--- config.mk ---
export PLATFORM = sky130hd
export DESIGN_NAME = rll_encoder
export DESIGN_NICKNAME = d
export VERILOG_FILES = /design/src/hdl/rll_pkg.sv /design/src/hdl/rll_fifo.sv /design/src/hdl/rll_encoder.sv
export SDC_FILE = /design/constraint.sdc
export NUM_CORES = 1
export LEC_CHECK = 0
export ABC_CLOCK_PERIOD_IN_PS = 3300
export BUFFER_PORTS_ARGS = -buffer_cell sky130_fd_sc_hd__buf_2
export CAP_MARGIN = 40
export CORE_MARGIN = 2
export CORE_UTILIZATION = 50
export CTS_BUF_LIST = sky130_fd_sc_hd__clkbuf_4 sky130_fd_sc_hd__clkbuf_8
export DETAILED_ROUTE_END_ITERATION = 8
export PLACE_DENSITY_LB_ADDON = 0.05
export SYNTH_ARGS = -nofsm -noshare
export SYNTH_HDL_FRONTEND = slang
export SYNTH_SLANG_ARGS = --single-unit
--- constraint.sdc ---
create_clock -name CLK_SYS -period 3.3 [get_ports CLK_SYS]
set_input_delay 0 -clock CLK_SYS [delete_from_list [all_inputs] [get_ports CLK_SYS]]
set_output_delay 0 -clock CLK_SYS [all_outputs]
set_load 0.05 [all_outputs]
--- src/hdl/rll_pkg.sv ---
// Overview of operation
// - each byte plus current state looks up one 16-bit word and next state
// - code word bit 15 is msb and leaves the serial channel first
// - joined code words keep 2 to 10 zeros between any two ones
// - words leaving state 2 have bit 15 and bit 3 both zero
// - words leaving state 3 have bit 15 or bit 3 set
// - zero or one trailing zero goes to state 1; state 1 words lead 2-9 zeros
// - two to five trailing zeros go to state 2 or 3; state 2 leads 1-5
// - state 3 words lead 0-5 zeros; entered after 2-5 trailing zeros
// - six to nine trailing zeros go to state 4; state 4 leads 0-1 zeros
// - identical words from one state split between next states 2 and 3
package rll_pkg;

  localparam int BYTE_W     = 8;
  localparam int WORD_W     = 16;
  localparam int FIFO_DEPTH = 16;
  localparam int BIT_CNT_W  = 4;
  localparam int MSB_POS    = WORD_W - 1;
  localparam int MARK_POS   = 3;
  localparam logic [BIT_CNT_W-1:0] LAST_BIT = 4'hf;

  typedef enum logic [1:0] {
    ST1,
    ST2,
    ST3,
    ST4
  } rll_state_type;

  localparam rll_state_type RESET_STATE = ST1;

  typedef struct packed {
    logic [WORD_W-1:0] word;
    rll_state_type     next;
  } rll_entry_type;

endpackage

--- src/hdl/rll_fifo.sv ---
`timescale 1ns/10ps
module rll_fifo #(
  parameter int WIDTH = 16,
  parameter int DEPTH = 16
) (
  input  wire logic             clk,
  input  wire logic             rst,
  input  wire logic [WIDTH-1:0] in_data,
  input  wire logic             in_valid,
  output logic                  in_ready,
  output logic      [WIDTH-1:0] out_data,
  output logic                  out_valid,
  input  wire logic             out_ready
);
  localparam int AW = $clog2(DEPTH);

  logic [WIDTH-1:0] mem [0:DEPTH-1];
  logic [AW-1:0]    wr_q;
  logic [AW-1:0]    wr_d;
  logic [AW-1:0]    rd_q;
  logic [AW-1:0]    rd_d;
  logic [AW:0]      cnt_q;
  logic [AW:0]      cnt_d;
  logic             push;
  logic             pop;

  assign in_ready  = (cnt_q != (AW+1)'(DEPTH));
  assign out_valid = (cnt_q != '0);
  assign out_data  = mem[rd_q];

  always_comb begin
    push  = in_valid & in_ready;
    pop   = out_valid & out_ready;
    wr_d  = push ? AW'(wr_q + 1'b1) : wr_q;
    rd_d  = pop ? AW'(rd_q + 1'b1) : rd_q;
    cnt_d = cnt_q;
    if (push & ~pop) begin
      cnt_d = (AW+1)'(cnt_q + 1'b1);
    end else if (pop & ~push) begin
      cnt_d = (AW+1)'(cnt_q - 1'b1);
    end
  end

  always_ff @(posedge clk) begin
    if (push) begin
      mem[wr_q] <= in_data;
    end
  end

  always_ff @(posedge clk) begin
    if (rst) begin
      wr_q  <= '0;
      rd_q  <= '0;
      cnt_q <= '0;
    end else begin
      wr_q  <= wr_d;
      rd_q  <= rd_d;
      cnt_q <= cnt_d;
    end
  end
endmodule // rll_fifo

--- src/hdl/rll_encoder.sv ---
`timescale 1ns/10ps
module rll_encoder (
  input  wire logic                             CLK_SYS,
  input  wire logic                             RST,
  input  wire logic [rll_pkg::BYTE_W-1:0]       DATA_IN,
  input  wire logic                             DATA_VALID,
  output logic                                  DATA_READY,
  input  wire logic                             START_LOAD,
  input  wire rll_pkg::rll_state_type           START_STATE,
  output rll_pkg::rll_state_type                ENC_STATE,
  output logic                                  CHAN_BIT,
  output logic                                  CHAN_VALID,
  output logic                                  CHAN_WORD_FIRST
);
  import rll_pkg::*;

  // constant conversion rom; unlisted pairs fall back to a safe word per state
  function automatic rll_entry_type lookup(input rll_state_type st,
                                           input logic [BYTE_W-1:0] b);
    rll_entry_type e;
    e = '{word: 16'h0000, next: ST1};
    case (st)
      ST1: begin // lead 2-9 zeros
        case (b)
          8'h02:   e = '{word: 16'h2120, next: ST2};
          8'h04:   e = '{word: 16'h2090, next: ST2};
          8'h08:   e = '{word: 16'h2090, next: ST3};
          8'h09:   e = '{word: 16'h2120, next: ST3};
          8'h0a:   e = '{word: 16'h2480, next: ST4};
          8'h0b:   e = '{word: 16'h2240, next: ST4};
          8'h0c:   e = '{word: 16'h2481, next: ST1};
          8'h0d:   e = '{word: 16'h2241, next: ST1};
          8'h0f:   e = '{word: 16'h2121, next: ST1};
          8'h10:   e = '{word: 16'h2091, next: ST1};
          8'h16:   e = '{word: 16'h0401, next: ST1};
          8'h17:   e = '{word: 16'h2220, next: ST2};
          8'h18:   e = '{word: 16'h2110, next: ST2};
          8'h19:   e = '{word: 16'h2088, next: ST2};
          8'h1b:   e = '{word: 16'h1120, next: ST2};
          8'h1d:   e = '{word: 16'h1090, next: ST2};
          8'h1e:   e = '{word: 16'h1048, next: ST2};
          default: e = '{word: 16'h2024, next: ST2};
        endcase
      end
      ST2: begin // bits 15 and 3 clear
        case (b)
          8'h00:   e = '{word: 16'h4120, next: ST2};
          8'h02:   e = '{word: 16'h2120, next: ST2};
          8'h03:   e = '{word: 16'h4480, next: ST4};
          8'h04:   e = '{word: 16'h2090, next: ST2};
          8'h07:   e = '{word: 16'h4012, next: ST1};
          8'h08:   e = '{word: 16'h2090, next: ST3};
          8'h09:   e = '{word: 16'h2120, next: ST3};
          8'h0a:   e = '{word: 16'h2480, next: ST4};
          8'h0b:   e = '{word: 16'h2240, next: ST4};
          8'h0c:   e = '{word: 16'h2481, next: ST1};
          8'h0d:   e = '{word: 16'h2241, next: ST1};
          8'h0e:   e = '{word: 16'h4024, next: ST3};
          8'h0f:   e = '{word: 16'h2121, next: ST1};
          8'h10:   e = '{word: 16'h2091, next: ST1};
          8'h13:   e = '{word: 16'h2011, next: ST1};
          8'h15:   e = '{word: 16'h0802, next: ST1};
          8'h16:   e = '{word: 16'h0401, next: ST1};
          default: e = '{word: 16'h4120, next: ST2};
        endcase
      end
      ST3: begin // bit 15 or bit 3 set
        case (b)
          8'h01:   e = '{word: 16'h8120, next: ST3};
          8'h02:   e = '{word: 16'h8012, next: ST1};
          8'h04:   e = '{word: 16'h8120, next: ST2};
          8'h05:   e = '{word: 16'h9200, next: ST4};
          8'h06:   e = '{word: 16'h8900, next: ST4};
          8'h08:   e = '{word: 16'h8480, next: ST4};
          8'h09:   e = '{word: 16'h9201, next: ST1};
          8'h0a:   e = '{word: 16'h8901, next: ST1};
          8'h0d:   e = '{word: 16'h8481, next: ST1};
          8'h0f:   e = '{word: 16'h8241, next: ST1};
          8'h10:   e = '{word: 16'h8121, next: ST1};
          8'h11:   e = '{word: 16'h8240, next: ST4};
          8'h12:   e = '{word: 16'h1009, next: ST1};
          8'h13:   e = '{word: 16'h9100, next: ST4};
          8'h15:   e = '{word: 16'h8091, next: ST1};
          8'h16:   e = '{word: 16'h8049, next: ST1};
          8'h17:   e = '{word: 16'h8048, next: ST2};
          8'h18:   e = '{word: 16'h8048, next: ST3};
          default: e = '{word: 16'h8120, next: ST2};
        endcase
      end
      ST4: begin // lead 0-1 zeros
        case (b)
          8'h00:   e = '{word: 16'h4120, next: ST2};
          8'h01:   e = '{word: 16'h8120, next: ST3};
          8'h03:   e = '{word: 16'h4480, next: ST4};
          8'h04:   e = '{word: 16'h8120, next: ST2};
          8'h06:   e = '{word: 16'h8900, next: ST4};
          8'h08:   e = '{word: 16'h8480, next: ST4};
          8'h0a:   e = '{word: 16'h8901, next: ST1};
          8'h0d:   e = '{word: 16'h8481, next: ST1};
          8'h0f:   e = '{word: 16'h8241, next: ST1};
          8'h10:   e = '{word: 16'h8121, next: ST1};
          8'h11:   e = '{word: 16'h8240, next: ST4};
          8'h12:   e = '{word: 16'h4090, next: ST2};
          8'h13:   e = '{word: 16'h9100, next: ST4};
          default: e = '{word: 16'h8120, next: ST2};
        endcase
      end
      default: e = '{word: 16'h2024, next: ST2};
    endcase
    return e;
  endfunction

  // encode stage
  rll_state_type     state_q;
  rll_state_type     state_d;
  logic [WORD_W-1:0] stg_word_q;
  logic [WORD_W-1:0] stg_word_d;
  logic              stg_valid_q;
  logic              stg_valid_d;
  logic              rdy_q;
  logic              rdy_d;
  rll_entry_type     hit;
  logic              take;
  logic              push;
  logic              fifo_in_ready;
  logic [WORD_W-1:0] fifo_word;
  logic              fifo_valid;
  logic              fifo_pop;

  always_comb begin
    hit         = lookup(state_q, DATA_IN);
    take        = DATA_VALID & rdy_q;
    push        = stg_valid_q & fifo_in_ready;
    stg_word_d  = take ? hit.word : stg_word_q;
    stg_valid_d = take | (stg_valid_q & ~push);
    // one bubble per byte is harmless: a word takes sixteen cycles to leave
    rdy_d       = ~stg_valid_d;
    state_d     = state_q;
    if (START_LOAD) begin
      state_d = START_STATE;
    end else if (take) begin
      state_d = hit.next;
    end
  end

  always_ff @(posedge CLK_SYS) begin
    if (RST) begin
      state_q     <= RESET_STATE;
      stg_word_q  <= '0;
      stg_valid_q <= 1'b0;
      rdy_q       <= 1'b0;
    end else begin
      state_q     <= state_d;
      stg_word_q  <= stg_word_d;
      stg_valid_q <= stg_valid_d;
      rdy_q       <= rdy_d;
    end
  end

  assign DATA_READY = rdy_q;
  assign ENC_STATE  = state_q;

  rll_fifo #(
    .WIDTH (WORD_W),
    .DEPTH (FIFO_DEPTH)
  ) u_fifo (
    .clk       (CLK_SYS),
    .rst       (RST),
    .in_data   (stg_word_q),
    .in_valid  (stg_valid_q),
    .in_ready  (fifo_in_ready),
    .out_data  (fifo_word),
    .out_valid (fifo_valid),
    .out_ready (fifo_pop)
  );

  // serializer
  logic [WORD_W-1:0]    shift_q;
  logic [WORD_W-1:0]    shift_d;
  logic [BIT_CNT_W-1:0] cnt_q;
  logic [BIT_CNT_W-1:0] cnt_d;
  logic                 busy_q;
  logic                 busy_d;
  logic                 bit_q;
  logic                 bit_d;
  logic                 first_q;
  logic                 first_d;

  always_comb begin
    fifo_pop = fifo_valid & (~busy_q | (cnt_q == LAST_BIT));
    shift_d  = shift_q;
    cnt_d    = cnt_q;
    busy_d   = busy_q;
    bit_d    = bit_q;
    first_d  = 1'b0;
    if (fifo_pop) begin
      bit_d   = fifo_word[MSB_POS];
      shift_d = {fifo_word[MSB_POS-1:0], 1'b0};
      cnt_d   = '0;
      busy_d  = 1'b1;
      first_d = 1'b1;
    end else if (busy_q && cnt_q != LAST_BIT) begin
      bit_d   = shift_q[MSB_POS];
      shift_d = {shift_q[MSB_POS-1:0], 1'b0};
      cnt_d   = BIT_CNT_W'(cnt_q + 1'b1);
    end else begin
      // underrun breaks the channel; the framer must keep the fifo fed
      busy_d  = 1'b0;
      bit_d   = 1'b0;
    end
  end

  always_ff @(posedge CLK_SYS) begin
    if (RST) begin
      shift_q <= '0;
      cnt_q   <= '0;
      busy_q  <= 1'b0;
      bit_q   <= 1'b0;
      first_q <= 1'b0;
    end else begin
      shift_q <= shift_d;
      cnt_q   <= cnt_d;
      busy_q  <= busy_d;
      bit_q   <= bit_d;
      first_q <= first_d;
    end
  end

  assign CHAN_BIT        = bit_q;
  assign CHAN_VALID      = busy_q;
  assign CHAN_WORD_FIRST = first_q;
endmodule // rll_encoder

# Word level (Yosys, flattened, before mapping)
# Memory sizes are Yosys's and may differ from the RTL's. A register that Yosys moved wholly into a read port is not among the register bits.
# Cells that the tools add are included.
dict set report word_totals {
  register_bits 55
  ramBits 256
  in_bits 14
  mem_bits_ro 1856
  memories 5
}
dict set report classes {
  eq_ne 7
  n_addsub 5
  muxes 20
  n_reduce_logical 8
  bitwise 13
}
# name words word_bits rd rd_ports_with_merged_regs wr line_no
set mem_list {}
lappend mem_list {{(name not given)} 32 15 1 0 0 rll_encoder.sv:46} ;# case (b)
lappend mem_list {{(name not given)} 32 15 1 0 0 rll_encoder.sv:68} ;# case (b)
lappend mem_list {{(name not given)} 32 14 1 0 0 rll_encoder.sv:24} ;# case (b)
lappend mem_list {{(name not given)} 32 14 1 0 0 rll_encoder.sv:91} ;# case (b)
lappend mem_list {u_fifo.mem 16 16 1 1 1 rll_fifo.sv:17} ;# logic [WIDTH-1:0] mem [0:DEPTH-1];
# op count
set op_table {}
lappend op_table {{two-way mux 18 bit} 4}
lappend op_table {{case mux 18 bit (4 select lines)} 1}
lappend op_table {{two-way mux 16 bit} 2}
lappend op_table {{adder 4 x 1 -> 4 bit, second input constant} 3}
lappend op_table {{two-way mux 5 bit} 2}
lappend op_table {{two-way mux 4 bit} 2}
lappend op_table {{bitwise AND 1 bit} 7}
lappend op_table {{two-way mux 1 bit} 7}
lappend op_table {{nonzero test 2 bit} 3}
lappend op_table {{adder 5 x 1 -> 5 bit, second input constant} 1}
lappend op_table {{!= test 5 bit, second input constant} 1}
lappend op_table {{nonzero test 5 bit} 1}
lappend op_table {{subtractor 5 x 1 -> 5 bit, second input constant} 1}
lappend op_table {{equality test 2 bit, second input constant} 2}
lappend op_table {{equality test 4 bit, second input constant} 1}
lappend op_table {{two-way mux 2 bit} 2}
lappend op_table {{!= test 4 bit, second input constant} 1}
lappend op_table {{NOT 1 bit} 4}
lappend op_table {{logical NOT 3 bit} 1}
lappend op_table {{equality test 2 x 1 -> 1 bit, second input constant} 1}
lappend op_table {{logical NOT 2 bit} 1}
lappend op_table {{!= test 2 x 1 -> 1 bit, second input constant} 1}
lappend op_table {{OR 1 bit} 2}
lappend op_table {{OR reduction 2 bit} 1}
lappend op_table {{logical AND 1 bit} 1}

# Logic depth before layout (Yosys ltp)
# Gate-level depths: netlist of the first run.
dict set report logic_depth {
  ltp_word 7
  mapped_depth 15
}

# Modules after synthesis
# Synthesis of the first run repeated with hierarchy kept, for this count alone.
dict set report hier_totals {
  cells_unflattened 929
  area_unflattened_um2 13739.4
}
# mod instances area_each_um2 seq_area_each_um2 cells_per_inst
set modules_own_cells {}
lappend modules_own_cells {rll_fifo 1 10530.1 8027.7 506}
lappend modules_own_cells {rll_encoder 1 3209.3 840.8 423}

# Least setup slack after synthesis of the first run
# No wires, ideal clock.
dict set report synth_path {
  path_kind {flip-flop to flip-flop}
  startpoint {register busy_q (netlist: CHAN_VALID)}
  endpoint {register u_fifo.cnt_q[4]}
  synth_period_minus_slack_ns 2.860
  path_buffers 1
  setup_slack_ns 0.440
  stages_incl_launch_ff 13
  required_time_ns 3.230
  setup_ns 0.070
  t_arrival_ns 2.789
  path_cell_list {dfxtp_1 -> and2_1 -> clkbuf_1 -> nor2_1 -> inv_1 -> ha_1 -> inv_1 -> fa_1 -> a21o_1 -> a21oi_1 -> xnor2_1 -> or3_1 -> a21oi_1}
}
dict set report synth_via {
  elab_chain_cells 7
  word_cells_on_any_way 9
}
# item line_no
set synth_lines {}
lappend synth_lines {{start: declaration} rll_encoder.sv:182} ;# logic busy_q;
lappend synth_lines {{start signal: assignment} rll_encoder.sv:223} ;# busy_q <= busy_d;
lappend synth_lines {{NOT 1 bit *} rll_encoder.sv:190} ;# fifo_pop = fifo_valid & (~busy_q | (cnt_q == LAST_BIT));
lappend synth_lines {{OR 1 bit *} rll_encoder.sv:190}
lappend synth_lines {{bitwise AND 1 bit *} rll_encoder.sv:190}
lappend synth_lines {{bitwise AND 1 bit *} rll_fifo.sv:33} ;# pop = out_valid & out_ready;
lappend synth_lines {{NOT 1 bit} rll_fifo.sv:37} ;# if (push & ~pop) begin
lappend synth_lines {{bitwise AND 1 bit} rll_fifo.sv:37}
lappend synth_lines {{two-way mux 5 bit / nonzero test 2 bit (equally long branches)} n/a}
lappend synth_lines {{end signal: assignment} rll_fifo.sv:58} ;# cnt_q <= cnt_d;
lappend synth_lines {{end: declaration} rll_fifo.sv:22} ;# logic [AW:0] cnt_q;
# Every way passes the cells marked *; elsewhere a longest branch is shown, timed or not.
# A chain may end at the register's enable or synchronous reset.

# Worst setup path in the final report of the first run
dict set report layout_path {
  startpoint {register state_q[1] (netlist: ENC_STATE[1])}
  endpoint {register state_q[1] (netlist: ENC_STATE[1])}
}
dict set report layout_via {
  elab_chain_cells 4
  word_cells_on_any_way 7
}
# item line_no
set layout_lines {}
lappend layout_lines {{start: declaration} rll_encoder.sv:114} ;# rll_state_type state_q;
lappend layout_lines {{start signal: assignment} rll_encoder.sv:153} ;# state_q <= state_d;
lappend layout_lines {{equality test 2 bit (tied with other cells)} rll_encoder.sv:22} ;# case (st)
lappend layout_lines {{case mux 18 bit (4 select lines) *} rll_encoder.sv:22}
lappend layout_lines {{two-way mux 2 bit *} rll_encoder.sv:141} ;# end else if (take) begin
lappend layout_lines {{two-way mux 2 bit *} rll_encoder.sv:139} ;# if (START_LOAD) begin
# Every way passes the cells marked *; elsewhere a longest branch is shown, timed or not. The select of a mux whose other input is x is not followed.

==> results of run 1 <==
==> area by class of cell <==
type / count / share of cell area (%)
Timing Repair Buffer: 78 / 4.14
Clock inverter: 13 / 0.555
Sequential cell: 315 / 57.1
Clock buffer: 78 / 6.02
Multi-Input combinational cell: 544 / 29.1
Inverter: 14 / 0.338
Tap cell: 341 / 2.74
==> kinds of logic after synthesis <==
family          after synthesis
flops                       315
simple gates                221
compound gates              191
mux                         100
buf+inv                      85
fa+ha+maj                    20
xor+xnor                     12
==> flip-flops by register name (all words and copies together), names as in the netlist, named ones only <==
name and flops:
u_fifo.mem 256, stg_word_q 16, shift_q 15, u_fifo.cnt_q 5, cnt_q 4, u_fifo.rd_q 4
u_fifo.wr_q 4, ENC_STATE 2, CHAN_BIT 1, CHAN_VALID 1, CHAN_WORD_FIRST 1, DATA_READY 1
stg_valid_q 1
==> where the power goes <==
group	switching (mW)	total [mW]	internal, mW
logic	1.15	2.13	0.982
clock network	1.53	3.35	1.82
registers	0.265	4.71	4.45
==> how the worst max path moves through the flow <==
stage | from | to | slack, ps
after floorplan | CHAN_VALID | u_fifo.cnt_q[4] | 440
after global placement | u_fifo.cnt_q[0] | u_fifo.cnt_q[4] | 500
after detailed placement | u_fifo.cnt_q[0] | u_fifo.cnt_q[4] | 440
after CTS | ENC_STATE[1] | ENC_STATE[1] | 430
after global routing | u_fifo.cnt_q[0] | u_fifo.cnt_q[4] | 170
final | ENC_STATE[1] | ENC_STATE[1] | 250
==> worst register-to-register path: stages (launching register included) <==
cell           delay [ps]
dfxtp_1               770
nor2_1                210
nand2_1               370
o22ai_1               160
mux2i_1               180
dlygate4sd3_1         590
o22ai_1                80
dlygate4sd3_1         590
==> layout by cell type (no fill, tap or decap), types with 8 or more instances in the layout <==
| master | count |
|---|---|
| nor2b_1 | 8 |
| nand3_1 | 18 |
| a21oi_1 | 63 |
| buf_2 | 19 |
| edfxtp_1 | 256 |
| a22oi_1 | 15 |
| nor2_2 | 12 |
| o21ai_0 | 20 |
| inv_1 | 11 |
| nand2_1 | 50 |
| mux2_2 | 14 |
| clkbuf_4 | 22 |
| nor3_1 | 21 |
| a31oi_1 | 14 |
| dfxtp_1 | 56 |
| nand2b_1 | 19 |
| mux4_2 | 65 |
| dlygate4sd3_1 | 9 |
| ha_1 | 19 |
| a211oi_1 | 12 |
| mux2i_1 | 21 |
| buf_4 | 43 |
| nor2_1 | 66 |
| o22ai_1 | 11 |
| xor2_1 | 8 |
| clkbuf_8 | 56 |
==> timing repair <==
item,4_1_cts,5_1_grt
gates resized for setup,0,0
hold buffers,9,0
endpoints found under the hold margin,11,0
==> routing by layer <==
layer	GRT usage [%]	vias up	part of all wire, %
li1	-	3824	-
met1	35.1	4342	43
met2	41.0	314	48
met3	3.95	60	6.3
met4	6.54	0	2.0
met5	0	-	0
==> metrics by stage <==
step	total power [mW]	setup WS [ps]
after floorplan	6.32	440
after global placement	6.89	504
after detailed placement	6.93	443
after CTS	10.3	432
after global routing	10.7	167
final	10.2	255
==> impl_metrics.toml, run 1 <==
[status]
status = "finished clean"

[die]
dieArea_mm2 = 0.0289
placeableCoreArea_mm2 = 0.0270
start_util_pct = 51.0
dieWidth_um = 170
rows = 60
die_h_um = 170
ioPinCount = 20

[sta]
finalCriticalPeriod_ps = 3050
drv_slew = 0
worstMarginPinSlew_ps = 751
report.final.setup_viol = 0
layout_worst_path_cycle_share_pct = 92.3
highest_clock_frequency_the_design_can_meet_mhz = 328
setup_tns_ps = 0
worst_relative_slew_slack_pct = 49.5
hold_slack_ps = 42.7
timing.final.hold_violations = 0
rsz_0062_raised_after_global_routing = "false"
final.setup_skew_ps = 29.4

[worst_setup_path]
critPathKind = "flop to flop"
crit-reg2reg-launch = "ENC_STATE[1]"
cp.arrival_ps = 3500
timing.critical_path.max_delay_family = "buffers and inverters"
cp.buffers_inverters = 2
setup.reg_to_reg.worst_slack_ps = 250
worstSetupStartpointType = "flop"
worst_r2r_endpoint = "ENC_STATE[1]"
setup.worst_path.end_class = "flop"
crit_path_max_incr_delay_ps = 770
depth_of_the_critical_timing_path_with_buffers_and_inverters_included = 7
worst_path_max_delay_cell = "dfxtp_1"
crit_fanout = 17
data_required_time_at_the_worst_endpoint_ps = 3750
path_cells = "nor2_1 -> nand2_1 -> o22ai_1 -> mux2i_1 -> dlygate4sd3_1 -> o22ai_1 -> dlygate4sd3_1"
worst-r2r-cell-count = 7

[yosys]
synth_ff_type = "edfxtp_1"
synth_area_per_cell_um2 = 14.6
synth-xor-area-share_pct = 0.763
number_of_nets_produced_by_synthesis = 978
synth.cell_area_mm2 = 0.0138
synth_warnings = 0
synth_top_family_by_area = "multiplexers"
synth_sequential_area_ratio_pct = 64.4
ys_ff_latch = 315
yosysTopAreaCell = "edfxtp_1"
synth-compound-area-share_pct = 9.10
adder_and_majority_gate_portion_of_the_synthesized_area_pct = 1.87
synth_edf_count = 256
synth_mux_area_share_pct = 13.3
synthArstFlopShare_pct = 0
postSynthCellCount = 944
ys_top_cells_by_area = "edfxtp_1 56%, mux4_2 11%, dfxtp_1 8.6%, a21oi_1 2.3%, nor2_1 2.1%"
yosys.area_share.simple_pct = 7.51
post_synth_num_cell_types = 63
cell_with_the_most_instances_after_synthesis = "edfxtp_1"
synthDominantCellAreaShare_pct = 55.8
synth_common_cells = "256 x edfxtp_1, 78 x nor2_1, 65 x mux4_2"

[global_route]
grt_start_max_net_pins = 48
overflow = 0
grtUsageTotal_pct = 24.9
vias_in_the_first_global_route = 8661
grt_first_pass_wirelength_um = 53100
initial_antenna_violation_count = 0

[clocking]
numCtsBuffers = 51
cts_root_buffer = "clkbuf_8"
clock-sinks = 315
worstSkewPairLatency_ps = 590
cts-root-to-sink-buffers = 3
clkTransAtPathRegs_ps = 60
h-tree-depth = 2
post-cts-setup-buffers = 0
tritoncts_clock_tree = "done"

[final_layout]
number_of_inserted_filler_cells_in_the_final_layout = 2170
final-seq-area_mm2 = 0.00887
fin_util_pct = 57.5
finalNetCount = 1038
cell_area_after_layout_mm2 = 0.0156
ant_cells = 0
multiInputGateArea_mm2 = 0.00453
drive_gt1_share_pct = 25.4
area_added_between_synthesis_and_finish_pct = 12.9
finish.cell_count_without_fillers = 1383

[place]
routability_cong = 0.934
dpl.hpwl_um = 22500
io_buffer_count = 19
post_dp_cell_area_mm2 = 0.0144
dpl.cell_count = 1283

[route]
routedWlPerCell_um = 25.4
vias_cell = 6.17
route.detailed.drc = 0
drt_first_pass_iters = 5
drt_first_iter_violations = 800
ant_nets = 0
wl_um = 35100
routed-via-count = 8540

[worst_hold_path]
worst_hold_path.num_cells = 6
timing.hold.worst.start = "DATA_IN[5]"
hold_path_class = "primary input to flop"
hold_critical_path_endpoint = "stg_word_q[13]"

[power]
leak_nw = 5.32
irDropWorstVdd_v = 0.000421
power-per-cell-area_mw_per_mm2 = 656

[flow_run]
max_cap_violations = 0
Note: power is estimated with default switching activity, not from simulation.
==> run 2: changes to the inputs <==
--- a/config.mk
+++ b/config.mk
@@ -5,11 +5,11 @@
 export SDC_FILE = /design/constraint.sdc
 export NUM_CORES = 1
 export LEC_CHECK = 0
-export ABC_CLOCK_PERIOD_IN_PS = 3300
+export ABC_CLOCK_PERIOD_IN_PS = 2550
 export BUFFER_PORTS_ARGS = -buffer_cell sky130_fd_sc_hd__buf_2
 export CAP_MARGIN = 40
 export CORE_MARGIN = 2
-export CORE_UTILIZATION = 50
+export CORE_UTILIZATION = 59
 export CTS_BUF_LIST = sky130_fd_sc_hd__clkbuf_4 sky130_fd_sc_hd__clkbuf_8
 export DETAILED_ROUTE_END_ITERATION = 8
 export PLACE_DENSITY_LB_ADDON = 0.05
==> constraint.sdc (replaced) <==
create_clock -name CLK_SYS -period 2.55 [get_ports CLK_SYS]
set_input_delay 0 -clock CLK_SYS [delete_from_list [all_inputs] [get_ports CLK_SYS]]
set_output_delay 0 -clock CLK_SYS [all_outputs]
set_load 0.05 [all_outputs]
==> run 2 against run 1 <==
The flow now finishes with violations (setup timing). Largest cell class unchanged. Non-clock buffer count up 11. Routed wire length down 2.6%. Worst hold slack better by 61 ps. Setup slack worse by 260 ps. Critical endpoint is now u_fifo.cnt_q[4].
==> impl_metrics.toml, run 2 (synthesis results as in run 1) <==
[status]
violations_in_the_final_reports = "setup timing"
status = "finished, violations left"

[final_layout]
area_added_between_synthesis_and_finish_pct = 13.3
finish.cell_count_without_fillers = 1369
ant_cells = 0
layout_top_registers = "u_fifo.mem x256, stg_word_q x16, shift_q x15"
finalNetCount = 1048
final_common_cell = "edfxtp_1"
registers.top_by_ff_count = "u_fifo.mem"
fin_util_pct = 68.5
largest_reg_flops = 256
drive_gt1_share_pct = 27.0
mostFrequentLayoutCells = "256 x edfxtp_1, 65 x mux4_2, 65 x nor2_1"

[power]
power-per-cell-area_mw_per_mm2 = 849
pwr-share-comb_pct = 23.4
p_clk_share_pct = 31.0
irDropWorstVdd_v = 0.000615
p_int_mw = 9.41
p_seq_share_pct = 45.6
net-switching-power_mw = 3.84
leak_nw = 5.35
sw_share_pct = 29.0

[sta]
layout_worst_path_cycle_share_pct = 100
worst_relative_slew_slack_pct = 53.7
worst_slack_ps = -10.2
final.setup_skew_ps = 17.5
rsz_0062_raised_after_global_routing = "true"
highest_clock_frequency_the_design_can_meet_mhz = 391
report.final.setup_viol = 1
drv_slew = 0
timing.final.hold_violations = 0
finalCriticalPeriod_ps = 2560
worstMarginPinSlew_ps = 693

[route]
routed-via-count = 8729
routedWlPerCell_um = 25.0
route.detailed.drc = 0
wl_um = 34200
ant_nets = 0
drt_first_iter_violations = 876
vias_cell = 6.38
drt_first_pass_iters = 8

[global_route]
grt_first_pass_wirelength_um = 52200
grtUsageTotal_pct = 28.8
grt_start_max_net_pins = 53
overflow = 0
vias_in_the_first_global_route = 8725
initial_antenna_violation_count = 0

[clocking]
cts-root-to-sink-buffers = 3
numCtsBuffers = 50
h-tree-depth = 2
worstSkewPairLatency_ps = 580
tritoncts_clock_tree = "done"
cts_root_buffer = "clkbuf_8"
clock-sinks = 315
clkTransAtPathRegs_ps = 60

[worst_setup_path]
critPathKind = "flop to flop"
data_required_time_at_the_worst_endpoint_ps = 3060
setup.reg_to_reg.worst_slack_ps = -10
setup.worst_path.end_class = "flop"
path_cells = "ha_2 -> nand3_1 -> and2_1 -> nor2_4 -> inv_2 -> ha_4 -> inv_4 -> ha_1 -> a21o_1 -> a21oi_2 -> xnor2_1 -> or3_1 -> a21oi_2"
crit_fanout = 4
crit_path_max_incr_delay_ps = 400
worstSetupStartpointType = "flop"
worst_path_most_repeated_cell = "a21oi_2"
worst_path_max_delay_cell = "or3_1"
cp.arrival_ps = 3070

[die]
rows = 55
start_util_pct = 60.5
ioPinCount = 20
placeableCoreArea_mm2 = 0.0228
dieArea_mm2 = 0.0246
die_h_um = 157
dieWidth_um = 157

[flow_run]
max_cap_violations = 0

[place]
routability_cong = 0.892
dpl.hpwl_um = 20600
io_buffer_count = 19
dpl.cell_count = 1263
post-place-ws_ps = -97.6

[worst_hold_path]
hold_path_class = "primary input to flop"
==> run 2: worst paths after layout <==
check | startpoint | to | cells past startpoint
setup / recovery | cnt_q[0] | u_fifo.cnt_q[4] | 13
hold / removal | DATA_IN[5] | stg_word_q[3] | 6
hold reg to reg | shift_q[8] | shift_q[9] | 2
setup reg to reg | cnt_q[0] | u_fifo.cnt_q[4] | 13
==> run 2: routing by layer <==
layer | GRT usage, % | wire length, um | part of all wire [%] | vias up
li1 | - | - | - | 3851
met1 | 40.5 | 14200 | 42 | 4344
met2 | 45.8 | 16300 | 48 | 442
met3 | 5.48 | 2760 | 8.1 | 92
met4 | 9.35 | 912 | 2.7 | 0
met5 | 0 | 0 | 0 | -
==> run 2: area by class of cell <==
| cell class | instances | area, um2 |
|---|---|---|
| Timing Repair Buffer | 89 | 718 |
| Multi-Input combinational cell | 544 | 4590 |
| Fill cell | 1605 | 7170 |
| Sequential cell | 315 | 8880 |
| Clock buffer | 71 | 858 |
| Clock inverter | 23 | 118 |
| Inverter | 14 | 55.1 |
| Tap cell | 313 | 392 |
==> run 2: power by group through the flow <==
stage	Combinational (mW)	Clock (mW)	Sequential, mW
floorplan	2.18	0	6.07
global placement	2.87	0	6.11
detailed placement	2.94	0	6.13
CTS	3.03	4.17	6.03
global route	3.35	4.39	6.07
finish	3.10	4.11	6.04
==> run 2: worst max-delay path, delay by kind of cell, from the launching register on <==
family / cells / cell delay, ps
AO/OA/AOI/OAI: 3 / 460
XOR/XNOR: 1 / 100
adder cells (fa/ha/maj): 3 / 600
buffers and inverters: 2 / 130
flip-flops: 1 / 350
AND/OR/NAND/NOR: 4 / 850
==> run 2: repair_timing <==
item                                    4_1_cts  5_1_grt
pin swaps                                     1        6
endpoints found under the setup margin        1        2
gates resized for setup                       4        8
endpoints found under the hold margin        22        0
hold buffers                                  9        0
buffers inserted                              2        1
==> run 2: through the flow <==
stage,hold WS [ps],power (mW),TNS [ps],instance area (um2)
3_3_place_gp,320,8.98,0,14500
3_5_place_dp,328,9.07,-97.6,14500
2_1_floorplan,192,8.24,-51.7,13800
5_1_grt,95.0,13.8,-154,15600
6_report,103,13.2,-10.2,15600
4_1_cts,62.3,13.2,0,15600
==> run 3: changes to the inputs <==
--- a/config.mk
+++ b/config.mk
@@ -5,11 +5,11 @@
 export SDC_FILE = /design/constraint.sdc
 export NUM_CORES = 1
 export LEC_CHECK = 0
-export ABC_CLOCK_PERIOD_IN_PS = 2550
+export ABC_CLOCK_PERIOD_IN_PS = 2750
 export BUFFER_PORTS_ARGS = -buffer_cell sky130_fd_sc_hd__buf_2
 export CAP_MARGIN = 40
 export CORE_MARGIN = 2
-export CORE_UTILIZATION = 59
+export CORE_UTILIZATION = 65
 export CTS_BUF_LIST = sky130_fd_sc_hd__clkbuf_4 sky130_fd_sc_hd__clkbuf_8
 export DETAILED_ROUTE_END_ITERATION = 8
 export PLACE_DENSITY_LB_ADDON = 0.05
==> constraint.sdc (replaced) <==
create_clock -name CLK_SYS -period 2.75 [get_ports CLK_SYS]
set_input_delay 0 -clock CLK_SYS [delete_from_list [all_inputs] [get_ports CLK_SYS]]
set_output_delay 0 -clock CLK_SYS [all_outputs]
set_load 0.05 [all_outputs]
==> run 3 against run 2 <==
Largest cell class unchanged. Critical endpoint unchanged. Combinational power is 12% lower. The run now ends clean. Clock skew grew 4.6 ps. Largest power group unchanged. Critical path depth down 1. Non-clock buffer count up 4.
==> impl_metrics.toml, run 3 (synthesis results as in run 1) <==
[status]
status = "finished clean"

[clocking]
cts_root_buffer = "clkbuf_8"
numCtsBuffers = 48
clkTransAtPathRegs_ps = 70
clock-sinks = 315
h-tree-depth = 2
worstSkewPairLatency_ps = 580
cts-root-to-sink-buffers = 3
tritoncts_clock_tree = "done"

[global_route]
grt_first_pass_wirelength_um = 50800
overflow = 0
initial_antenna_violation_count = 0
grtUsageTotal_pct = 30.7
grt_start_max_net_pins = 55
vias_in_the_first_global_route = 8715

[power]
p_seq_share_pct = 45.7
pwr-share-comb_pct = 22.5
sw_share_pct = 28.8
power-per-cell-area_mw_per_mm2 = 781
leak_nw = 5.36
irDropWorstVdd_v = 0.000568
p_int_mw = 8.66
p_clk_share_pct = 31.8
net-switching-power_mw = 3.50

[worst_setup_path]
cp-endpoint = "u_fifo.cnt_q[4]"
crit_fanout = 4
worst-r2r-cell-count = 12
crit_path_max_incr_delay_ps = 400
critPathKind = "flop to flop"
data_required_time_at_the_worst_endpoint_ps = 3260
path_cells = "nor4_4 -> nor2b_4 -> nor2_2 -> inv_1 -> ha_1 -> inv_2 -> fa_1 -> a21o_1 -> a21oi_2 -> xnor2_1 -> or3_1 -> a21oi_1"
crit-reg2reg-launch = "u_fifo.cnt_q[3]"
worst_path_max_delay_cell = "fa_1"
setup.worst_path.end_class = "flop"
startpoint = "u_fifo.cnt_q[3]"
worstSetupStartpointType = "flop"
cp.arrival_ps = 3060
setup.reg_to_reg.worst_slack_ps = 200
worst_r2r_endpoint = "u_fifo.cnt_q[4]"

[sta]
highest_clock_frequency_the_design_can_meet_mhz = 392
drv_slew = 0
setup_tns_ps = 0
worstMarginPinSlew_ps = 638
finalCriticalPeriod_ps = 2550
layout_worst_path_cycle_share_pct = 92.8
worst_relative_slew_slack_pct = 57.2
report.final.setup_viol = 0
timing.final.hold_violations = 0
worst_slack_ps = 197
rsz_0062_raised_after_global_routing = "false"
hold_slack_ps = 44.3
final.setup_skew_ps = 22.1

[route]
route.detailed.drc = 0
drt_first_pass_iters = 5
vias_cell = 6.59
routedWlPerCell_um = 24.9
ant_nets = 0
wl_um = 33000
routed-via-count = 8753
drt_first_iter_violations = 1133

[place]
post-place-ws_ps = 57.4
dpl.cell_count = 1231
dpl.hpwl_um = 21800
routability_cong = 0.973
io_buffer_count = 19

[final_layout]
drive_gt1_share_pct = 26.1
finalNetCount = 1050
ant_cells = 0
layout_top_registers = "u_fifo.mem x256, stg_word_q x16, shift_q x15"
registers.top_by_ff_count = "u_fifo.mem"
final_common_cell = "edfxtp_1"
largest_reg_flops = 256
area_added_between_synthesis_and_finish_pct = 13.1
mostFrequentLayoutCells = "256 x edfxtp_1, 66 x nor2_1, 65 x mux4_2"
fin_util_pct = 74.6
finish.cell_count_without_fillers = 1329

[worst_hold_path]
hold_path_class = "primary input to flop"

[die]
rows = 53
die_h_um = 150
placeableCoreArea_mm2 = 0.0209
dieWidth_um = 150
start_util_pct = 65.9
ioPinCount = 20
dieArea_mm2 = 0.0224

[flow_run]
max_cap_violations = 0
==> run 3: cell types whose count changed in the layout (fill, tap and decap cells not counted), sizes merged <==
cell      before  now
clkbuf        71   65
clkinv        25   20
buf           80   84
inv           12   15
bufinv         0    1
clkinvlp       0    1
==> run 3: stage by stage <==
stage          total power [mW]  instance area (um2)
2_1_floorplan              7.61                13800
3_3_place_gp               8.23                14500
3_5_place_dp               8.33                14500
4_1_cts                    12.2                15600
5_1_grt                    12.7                15600
6_report                   12.2                15600
==> run 3: power groups by stage <==
| stage | Sequential [mW] | Combinational (mW) | Clock (mW) |
|---|---|---|---|
| finish | 5.56 | 2.74 | 3.86 |
| global placement | 5.63 | 2.60 | 0 |
| detailed placement | 5.65 | 2.68 | 0 |
| global route | 5.58 | 2.98 | 4.14 |
| floorplan | 5.62 | 1.98 | 0 |
| CTS | 5.55 | 2.70 | 3.90 |
==> run 3: timing repair <==
action	in CTS	in global routing
hold buffers	9	0
hold endpoints to repair	13	0
gates resized for setup	0	7
buffers inserted	0	1
setup endpoints to repair	0	2
==> run 3: routing by layer <==
| layer | GRT usage [%] | share of wire [%] | vias up |
|---|---|---|---|
| met3 | 6.34 | 9.4 | 69 |
| met5 | 0 | 0 | - |
| li1 | - | - | 3856 |
| met1 | 43.4 | 40 | 4342 |
| met2 | 49.0 | 48 | 486 |
| met4 | 9.38 | 2.4 | 0 |
==> run 3: final cells by class <==
| class | instances | area, um2 |
|---|---|---|
| Clock buffer | 65 | 826 |
| Clock inverter | 23 | 149 |
| Fill cell | 1264 | 5310 |
| Inverter | 14 | 52.6 |
| Multi-Input combinational cell | 544 | 4560 |
| Sequential cell | 315 | 8880 |
| Tap cell | 275 | 344 |
| Timing Repair Buffer | 93 | 773 |
==> run 3: worst min path at each step <==
stage / slack, ps / from / depth (start not counted) / to
2_1_floorplan: 190 / START_STATE[1] / 2 / ENC_STATE[1]
3_3_place_gp: 290 / START_STATE[1] / 3 / ENC_STATE[1]
3_5_place_dp: 310 / START_STATE[1] / 3 / ENC_STATE[1]
4_1_cts: 20 / DATA_IN[6] / 5 / stg_word_q[14]
5_1_grt: 60 / DATA_IN[6] / 5 / stg_word_q[14]
6_report: 40 / DATA_IN[6] / 5 / stg_word_q[14]
==> run 3: critical path: cells and delay by family, from the launching register on <==
| family | cells | cell delay, ps |
|---|---|---|
| fa+ha+maj | 2 | 600 |
| compound gates | 3 | 460 |
| xor+xnor | 1 | 80 |
| simple gates | 4 | 840 |
| flops | 1 | 350 |
| buf+inv | 2 | 150 |
